==> src/pkg/fcl_consts.svh <==
`ifndef FCL_CONSTS_SVH
`define FCL_CONSTS_SVH
// timing at the 20 MHz system clock
`define FCL_CLK_NS 50
`define FCL_ROM_ACCESS_NS 100
`define FCL_ROM_WAIT ((`FCL_ROM_ACCESS_NS + `FCL_CLK_NS - 1) / `FCL_CLK_NS)
`define FCL_SYNC_LAT 2
`define FCL_CLEAR_CYCLES 8
`define FCL_FIFO_DEPTH 16
// boot image layout
`define FCL_ROM_LAST 8'hff
`define FCL_CTRL_WORD 7'h7f
// register offsets and fields
`define FCL_REG_STATUS 4'h0
`define FCL_REG_CTRL 4'h1
`define FCL_REG_ROMADR 4'h2
`define FCL_REG_CMD 4'h3
`define FCL_CMD_RELOAD 0
`define FCL_CMD_CLEAR 1
`define FCL_CTRL_DIV_HI 14
`define FCL_CTRL_DIV_LO 13
`define FCL_CTRL_RESET 16'h0000
`endif

==> src/pkg/fcl_pkg.sv <==
package fcl_pkg;
    // boot loader states, gray from idle through to done; the strb to addr loop flips two bits
    typedef enum logic [2:0] {
        fcl_st_idle = 3'b000,
        fcl_st_addr = 3'b001,
        fcl_st_capt = 3'b011,
        fcl_st_strb = 3'b010,
        fcl_st_done = 3'b110
    } fcl_state_e;
    // one load toward coefficient memory or control register
    typedef struct packed {
        logic is_ctrl;
        logic [6:0] addr;
        logic [15:0] data;
    } fcl_wr_s;
    // pin inputs as one synchronised group
    typedef struct packed {
        logic boot_source_strap;
        logic byte_load_strap;
        logic load_wen_n;
        logic chip_sel_n;
        logic reg_sel;
        logic filter_enable;
        logic clear_n;
        logic result_output_enable_n;
        logic [7:0] coefficient_address;
        logic [15:0] coefficient_bus;
    } fcl_pins_s;
endpackage : fcl_pkg

==> src/hw/fcl_load_ctrl.sv <==
`timescale 1ns/1ps
`include "fcl_consts.svh"

module fcl_fifo #(
    parameter int WIDTH = 24,
    parameter int DEPTH = `FCL_FIFO_DEPTH
) (
    input wire logic clk_sys,
    input wire logic rst_n,
    input wire logic in_valid,
    input wire logic [WIDTH-1:0] in_data,
    output logic in_ready,
    output logic out_valid,
    output logic [WIDTH-1:0] out_data,
    input wire logic out_ready
);
    localparam int AW = $clog2(DEPTH);
    logic [WIDTH-1:0] mem [DEPTH];
    logic [AW-1:0] wr_ptr;
    logic [AW-1:0] rd_ptr;
    logic [AW:0] count;
    logic push;
    logic pop;

    // handshakes from the fill level
    assign in_ready = (count < (AW+1)'(DEPTH));
    assign out_valid = (count != '0);
    assign out_data = mem[rd_ptr];
    assign push = in_valid && in_ready;
    assign pop = out_valid && out_ready;

    // storage, depth is a power of two so pointers wrap
    always_ff @(posedge clk_sys) begin
        if (push) begin
            mem[wr_ptr] <= in_data;
        end
    end

    // pointers and level
    always_ff @(posedge clk_sys or negedge rst_n) begin
        if (!rst_n) begin
            wr_ptr <= '0;
            rd_ptr <= '0;
            count <= '0;
        end else begin
            if (push) wr_ptr <= wr_ptr + 1'b1;
            if (pop) rd_ptr <= rd_ptr + 1'b1;
            if (push && !pop) count <= count + 1'b1;
            else if (pop && !push) count <= count - 1'b1;
        end
    end
endmodule : fcl_fifo

module fcl_load_ctrl (
    input wire logic clk_sys,
    input wire logic rst_n,
    input wire logic boot_source_strap,
    input wire logic byte_load_strap,
    input wire logic load_wen_n_in,
    output logic load_wen_n_out,
    output logic load_wen_n_oe,
    input wire logic chip_sel_n,
    input wire logic reg_sel,
    input wire logic [7:0] coefficient_address_in,
    output logic [7:0] coefficient_address_out,
    output logic coefficient_address_oe,
    input wire logic [15:0] coefficient_bus,
    input wire logic filter_enable,
    input wire logic clear_n,
    input wire logic result_output_enable_n,
    input wire logic [31:0] result_data,
    output logic [31:0] result_bus_out,
    output logic result_bus_oe,
    output logic sample_clock_out,
    output logic busy,
    output logic acc_clear,
    output logic filter_run,
    output logic [15:0] ctrl_reg,
    output logic coef_wr_valid,
    output logic [6:0] coef_wr_addr,
    output logic [15:0] coef_wr_data,
    input wire logic coef_wr_ready,
    input wire logic [3:0] reg_addr,
    input wire logic [15:0] reg_wdata,
    input wire logic reg_wr,
    input wire logic reg_rd,
    output logic [15:0] reg_rdata
);
    fcl_pkg::fcl_pins_s pin_raw;
    fcl_pkg::fcl_pins_s pin_s1;
    fcl_pkg::fcl_pins_s pin_s;
    fcl_pkg::fcl_state_e state;
    fcl_pkg::fcl_wr_s push_word;
    fcl_pkg::fcl_wr_s pop_word;
    logic [7:0] rom_addr;
    logic [1:0] wait_cnt;
    logic [7:0] lo_byte;
    logic [3:0] clr_cnt;
    logic [2:0] div_cnt;
    logic boot_pend;
    logic host_en_q;
    logic host_mode;
    logic host_take;
    logic host_push;
    logic boot_push;
    logic fifo_ready;
    logic fifo_valid;
    logic fifo_pop_ready;
    logic cmd_wr;

    // divider limit for the selected filter mode
    function automatic logic [2:0] fcl_div_max(input logic [1:0] sel);
        fcl_div_max = 3'((4'h1 << sel) - 4'h1);
    endfunction : fcl_div_max

    // all pins pass two flops before use
    assign pin_raw = '{boot_source_strap, byte_load_strap, load_wen_n_in, chip_sel_n,
        reg_sel, filter_enable, clear_n, result_output_enable_n, coefficient_address_in,
        coefficient_bus};
    always_ff @(posedge clk_sys or negedge rst_n) begin
        if (!rst_n) begin
            pin_s1 <= '1;
            pin_s <= '1;
        end else begin
            pin_s1 <= pin_raw;
            pin_s <= pin_s1;
        end
    end

    assign host_mode = pin_s.boot_source_strap;
    assign cmd_wr = reg_wr && (reg_addr == `FCL_REG_CMD);

    always_ff @(posedge clk_sys or negedge rst_n) begin
        if (!rst_n) begin
            clr_cnt <= 4'(`FCL_CLEAR_CYCLES);
        end else if (!pin_s.clear_n || (cmd_wr && reg_wdata[`FCL_CMD_CLEAR])) begin
            clr_cnt <= 4'(`FCL_CLEAR_CYCLES);
        end else if (clr_cnt != 4'h0) begin
            clr_cnt <= clr_cnt - 4'h1;
        end
    end
    assign acc_clear = (clr_cnt != 4'h0);

    always_ff @(posedge clk_sys or negedge rst_n) begin
        if (!rst_n) begin
            boot_pend <= 1'b1;
        end else if (cmd_wr && reg_wdata[`FCL_CMD_RELOAD] && !host_mode) begin
            boot_pend <= 1'b1;
        end else if (!acc_clear && (state == fcl_pkg::fcl_st_idle)) begin
            boot_pend <= 1'b0;
        end
    end

    // host strobe edge, gated by chip select
    always_ff @(posedge clk_sys or negedge rst_n) begin
        if (!rst_n) host_en_q <= 1'b0;
        else host_en_q <= host_mode && !pin_s.load_wen_n && !pin_s.chip_sel_n;
    end
    assign host_take = host_mode && !pin_s.load_wen_n && !pin_s.chip_sel_n && !host_en_q
        && (state == fcl_pkg::fcl_st_idle);
    // bytes pair on address bit zero
    assign host_push = host_take && (pin_s.byte_load_strap || pin_s.coefficient_address[0]);
    assign boot_push = (state == fcl_pkg::fcl_st_capt) && rom_addr[0];

    // select bit steers host target, word drops top bit
    always_comb begin
        push_word = '0;
        if (boot_push) begin
            push_word.is_ctrl = (rom_addr[7:1] == `FCL_CTRL_WORD);
            push_word.addr = rom_addr[7:1];
            push_word.data = {pin_s.coefficient_bus[7:0], lo_byte};
        end else if (pin_s.byte_load_strap) begin
            push_word.is_ctrl = pin_s.reg_sel;
            push_word.addr = pin_s.coefficient_address[6:0];
            push_word.data = pin_s.coefficient_bus;
        end else begin
            push_word.is_ctrl = pin_s.reg_sel;
            push_word.addr = pin_s.coefficient_address[7:1];
            push_word.data = {pin_s.coefficient_bus[7:0], lo_byte};
        end
    end

    // low byte holding for byte pairs
    always_ff @(posedge clk_sys or negedge rst_n) begin
        if (!rst_n) begin
            lo_byte <= 8'h00;
        end else if ((state == fcl_pkg::fcl_st_capt) && !rom_addr[0]) begin
            lo_byte <= pin_s.coefficient_bus[7:0];
        end else if (host_take && !pin_s.byte_load_strap && !pin_s.coefficient_address[0]) begin
            lo_byte <= pin_s.coefficient_bus[7:0];
        end
    end

    // load queue, control words drain at once
    fcl_fifo #(.WIDTH($bits(fcl_pkg::fcl_wr_s)), .DEPTH(`FCL_FIFO_DEPTH)) u_fifo (
        .clk_sys(clk_sys),
        .rst_n(rst_n),
        .in_valid(boot_push || host_push),
        .in_data(push_word),
        .in_ready(fifo_ready),
        .out_valid(fifo_valid),
        .out_data(pop_word),
        .out_ready(fifo_pop_ready)
    );
    assign fifo_pop_ready = pop_word.is_ctrl || coef_wr_ready;
    assign coef_wr_valid = fifo_valid && !pop_word.is_ctrl;
    assign coef_wr_addr = pop_word.addr;
    assign coef_wr_data = pop_word.data;

    // control register from drained control words
    always_ff @(posedge clk_sys or negedge rst_n) begin
        if (!rst_n) ctrl_reg <= `FCL_CTRL_RESET;
        else if (fifo_valid && pop_word.is_ctrl) ctrl_reg <= pop_word.data;
    end

    always_ff @(posedge clk_sys or negedge rst_n) begin
        if (!rst_n) begin
            state <= fcl_pkg::fcl_st_idle;
            rom_addr <= 8'h00;
            wait_cnt <= 2'h0;
        end else begin
            case (state)
                fcl_pkg::fcl_st_idle: begin
                    if (boot_pend && !acc_clear && !host_mode) begin
                        state <= fcl_pkg::fcl_st_addr;
                        rom_addr <= 8'h00;
                        wait_cnt <= 2'(`FCL_ROM_WAIT + `FCL_SYNC_LAT - 1);
                    end
                end
                fcl_pkg::fcl_st_addr: begin
                    if (wait_cnt == 2'h0) state <= fcl_pkg::fcl_st_capt;
                    else wait_cnt <= wait_cnt - 2'h1;
                end
                fcl_pkg::fcl_st_capt: begin
                    if (!rom_addr[0] || fifo_ready) state <= fcl_pkg::fcl_st_strb;
                end
                fcl_pkg::fcl_st_strb: begin
                    if (rom_addr == `FCL_ROM_LAST) begin
                        state <= fcl_pkg::fcl_st_done;
                    end else begin
                        state <= fcl_pkg::fcl_st_addr;
                        rom_addr <= rom_addr + 8'h01;
                        wait_cnt <= 2'(`FCL_ROM_WAIT + `FCL_SYNC_LAT - 1);
                    end
                end
                default: state <= fcl_pkg::fcl_st_idle;
            endcase
        end
    end

    // slave strobe and ROM address pins
    assign load_wen_n_out = (state != fcl_pkg::fcl_st_strb);
    assign load_wen_n_oe = !host_mode;
    assign coefficient_address_out = rom_addr;
    assign coefficient_address_oe = !host_mode;

    // busy while anything is in progress
    assign busy = acc_clear || boot_pend || (state != fcl_pkg::fcl_st_idle) || fifo_valid;

    always_ff @(posedge clk_sys or negedge rst_n) begin
        if (!rst_n) begin
            div_cnt <= 3'h0;
            sample_clock_out <= 1'b0;
        end else begin
            sample_clock_out <= (div_cnt == 3'h0);
            if (div_cnt >= fcl_div_max(ctrl_reg[`FCL_CTRL_DIV_HI:`FCL_CTRL_DIV_LO])) begin
                div_cnt <= 3'h0;
            end else begin
                div_cnt <= div_cnt + 3'h1;
            end
        end
    end

    always_ff @(posedge clk_sys or negedge rst_n) begin
        if (!rst_n) begin
            result_bus_oe <= 1'b0;
            result_bus_out <= 32'h0000_0000;
        end else begin
            result_bus_oe <= !pin_s.result_output_enable_n;
            result_bus_out <= result_data;
        end
    end

    always_ff @(posedge clk_sys or negedge rst_n) begin
        if (!rst_n) filter_run <= 1'b0;
        else filter_run <= pin_s.filter_enable && !busy;
    end

    // register read port, data one cycle after strobe
    always_ff @(posedge clk_sys or negedge rst_n) begin
        if (!rst_n) begin
            reg_rdata <= 16'h0000;
        end else if (reg_rd) begin
            if (reg_addr == `FCL_REG_STATUS) begin
                reg_rdata <= {9'h000, !fifo_ready, acc_clear, busy, host_mode, state};
            end else if (reg_addr == `FCL_REG_CTRL) begin
                reg_rdata <= ctrl_reg;
            end else if (reg_addr == `FCL_REG_ROMADR) begin
                reg_rdata <= {8'h00, rom_addr};
            end else begin
                reg_rdata <= 16'h0000;
            end
        end else begin
            reg_rdata <= 16'h0000;
        end
    end
endmodule : fcl_load_ctrl

==> config.mk <==
export PLATFORM = sky130hd
export DESIGN_NAME = fcl_load_ctrl
export DESIGN_NICKNAME = d
export VERILOG_FILES = /design/src/pkg/fcl_pkg.sv /design/src/hw/fcl_load_ctrl.sv
export VERILOG_INCLUDE_DIRS = /design/src /design/src/pkg
export SDC_FILE = /design/constraint.sdc
export NUM_CORES = 1
export LEC_CHECK = 0
export ABC_AREA = 1
export ABC_CLOCK_PERIOD_IN_PS = 3700
export BUFFER_PORTS_ARGS = -buffer_cell sky130_fd_sc_hd__buf_2
export CORE_AREA = 3 3 177 222
export DETAILED_ROUTE_END_ITERATION = 12
export DIE_AREA = 0 0 180 225
export PLACE_DENSITY_LB_ADDON = 0.08
export SLEW_MARGIN = 20
export SYNTH_ARGS = -nofsm -noshare
export SYNTH_HDL_FRONTEND = slang
export SYNTH_SLANG_ARGS = --single-unit
==> constraint.sdc <==
create_clock -name clk_sys -period 3.7 [get_ports clk_sys]
set_input_delay 0.185 -clock clk_sys [delete_from_list [all_inputs] [get_ports clk_sys]]
set_output_delay 0.185 -clock clk_sys [all_outputs]
set_load 0.02 [all_outputs]
==> out/metrics.csv <==
metric,value,unit
status,"finished, final reports clean",
wire_per_inst,20.2,µm
cp_slowest_stage_delay,0.56,ns
cts.reportedPaths.clkPinSlew,0.07,ns
htreeDepth,2,
grt_max_degree,173,
power_density,776,nW/µm²
synth_cell_types,40,
largest_reg_flops,384,
cap_violations,0,
synth_nets,1898,
synth-async-reset-ratio,31.2,%
top_layer,met4,
dpl.hpwl,30200,µm
p_comb_share,34.0,%
relSlewSlack,38.3,%
drive_above_1_share,20.4,%
tightest_slew,0.923,ns
fmax,296,MHz
grt_pass1_wl,80900,µm
clock-sinks,558,
power.leakage,0.0102,µW
fin_skew,0.0113,ns
tns,0,ns
pin_count,193,
p_sw_share,36.8,%
finalSetupViolCount,0,
syn_inst,1791,
grt_pass1_vias,14200,
synth_top_area_share,52.8,%
drc_errors,0,
core,37300,µm²
clk-insertion-delay-late,0.56,ns
portBuffers,178,
clk_path_buf_depth,3,
met1Wirelength,20600,µm
path_class,reg -> out,
grt_setup_unrepaired,false,
first_pass_iters,5,
overflow,0,
netlist_top_cells_count,"edfxtp_1, nor2_1, o21ai_0, nand2_1, nand3_1",
cts-root-buf,clkbuf_16,
route.met2.wl,26400,µm
p_int,12700,µW
crit_path_start_kind,flop,
synth_flop_cell,edfxtp_1,
largest-register,u_fifo.mem,
gp_congestion,0.855,
maxSlewViolCount,0,
vias,14600,
viasPerCell,5.62,
grt_usage,25.8,%
synthToLayoutAreaGrowth,18.3,%
yosysWarningCount,0,
diodes,0,
die_area,40500,µm²
antenna_found_initial,0,
avgSynthCellArea,12.2,µm²
tritoncts,done,
ys_ff_latch,558,
fp.dieH,225,µm
nets,2172,
fin_crit,3.38,ns
hold_viol,0,
yosys.area.top_type,edfxtp_1,
rows,79,
synth-edff-count,384,
cp-end-kind,output pin,
dieWidth,180,µm
syn_area,21800,µm²
seq_power_share,39.8,%
cts_resized,0,
cp_data_required_time,3.51,ns
ir_drop,0.512,mV
power,20000,µW
crit_arrival,3.20,ns
reg.largest.list,"u_fifo.mem: 384 flops, pin_s1: 32 flops, result_bus_out: 32 flops",
cp_max_fo,68,
postRouteWirelength,52500,µm
yosysSeqAreaShare,73.1,%
post_cts_buffers,0,
yosysMostFrequentCell,edfxtp_1,
dr_wl_met3,3970,µm
ys_top_cells_by_area,"edfxtp_1, dfrtp_1, dfstp_2",
finalCritPeriodShare,91.4,%
clockPowerShare,26.2,%
cts-hold-fix-buffers,72,
p_switching,7380,µW
start_util,58.6,%
ant_nets,0,
numCtsBuffers,50,
worst_path_max_delay_cell,dfrtp_2,
hold_class,in -> reg,
drt_iter0_drc,1283,
crit_chain,"inv_2, buf_4, buf_16, o21ai_0, o211ai_1, nand3_1, nand2_1, buf_2",
cells in the final DEF (no fill, tap or decap), types with 5 or more instances in the layout:
master / Yosys / final
dfstp_2: 66 / 66
o21ai_0: 220 / 220
a31oi_1: 6 / 5
clkinv_1: 2 / 9
dlygate4sd3_1: 0 / 72
o211ai_1: 28 / 28
nand2_1: 164 / 164
o221ai_1: 20 / 20
a21oi_1: 57 / 57
ha_1: 17 / 17
buf_2: 33 / 177
clkbuf_16: 0 / 56
buf_4: 11 / 58
o21ai_1: 7 / 7
clkbuf_2: 0 / 5
nor2_1: 313 / 297
nand3_1: 133 / 133
nor2_2: 3 / 19
dfrtp_1: 108 / 105
clkbuf_1: 31 / 7
edfxtp_1: 384 / 384
xor2_1: 10 / 10
inv_1: 119 / 119
clkinv_2: 0 / 11
inv_2: 6 / 6
o22ai_1: 9 / 9
area by class of cell:
cell class / count / area, µm²
Tap cell: 486 / 608
Sequential cell: 558 / 16000
Inverter: 128 / 483
Clock inverter: 23 / 209
Fill cell: 2560 / 11400
Timing Repair Buffer: 311 / 2120
Clock buffer: 70 / 1480
Multi-Input combinational cell: 1016 / 4970
metal layers:
| layer | track usage (%) | vias up |
|---|---|---|
| met2 | 44.4 | 575 |
| met4 | 8.06 | 0 |
| met5 | 0 | - |
| li1 | - | 6768 |
| met3 | 4.47 | 102 |
| met1 | 33.9 | 7118 |
critical path, delay by kind of cell (launching register included):
kind	cells	cell delay (ns)
flip-flops	1	0.56
AO/OA/AOI/OAI	2	0.36
AND/OR/NAND/NOR	2	0.34
buffers and inverters	4	1.29
cell families after synthesis:
group / after synthesis / synth area share [%]
buffers and inverters: 217 / 4.36
XOR/XNOR: 13 / 0.521
AND/OR/NAND/NOR: 633 / 12.1
adder cells (fa/ha/maj): 18 / 1.07
flip-flops: 558 / 73.1
AO/OA/AOI/OAI: 352 / 8.89
worst paths after layout:
kind | start | to | slack (ns) | cells past startpoint
worst max-delay path | u_fifo.rd_ptr[1] | coef_wr_data[6] | 0.32 | 8
worst min-delay path | reg_wr | boot_pend | 0.03 | 5
worst max register to register | host_mode | u_fifo.count[4] | 0.54 | 17
worst min register to register | pin_s1[3] | pin_s[3] | 0.35 | 0
max in group asynchronous | rst_n | pin_s1[30] | 2.50 | 3
min in group asynchronous | rst_n | div_cnt[1] | 0.23 | 2
metrics by stage:
| step | setup WS [ns] | hold slack [ns] | instances | util (%) | area (µm²) |
|---|---|---|---|---|---|
| 2_1_floorplan | 0.841 | -0.111 | 1791 | - | 21800 |
| 3_3_place_gp | 0.551 | 0.290 | 2426 | 62.8 | 23400 |
| 3_5_place_dp | 0.543 | 0.291 | 2426 | 62.8 | 23400 |
| 4_1_cts | 0.0201 | 0.00304 | 2591 | 69.3 | 25800 |
| 5_1_grt | 0.147 | 0.0202 | 2592 | 69.3 | 25800 |
| 6_report | 0.316 | 0.0265 | 2592 | 69.3 | 25800 |
power groups by stage:
stage	logic, µW	clock network (µW)	registers, µW
6_report	6820	5250	7980
5_1_grt	7550	5590	8030
3_5_place_dp	6700	0	8090
2_1_floorplan	4480	0	8080
4_1_cts	6800	5320	7970
3_3_place_gp	6550	0	8080
No activity file was read; power rests on OpenSTA's default activity.
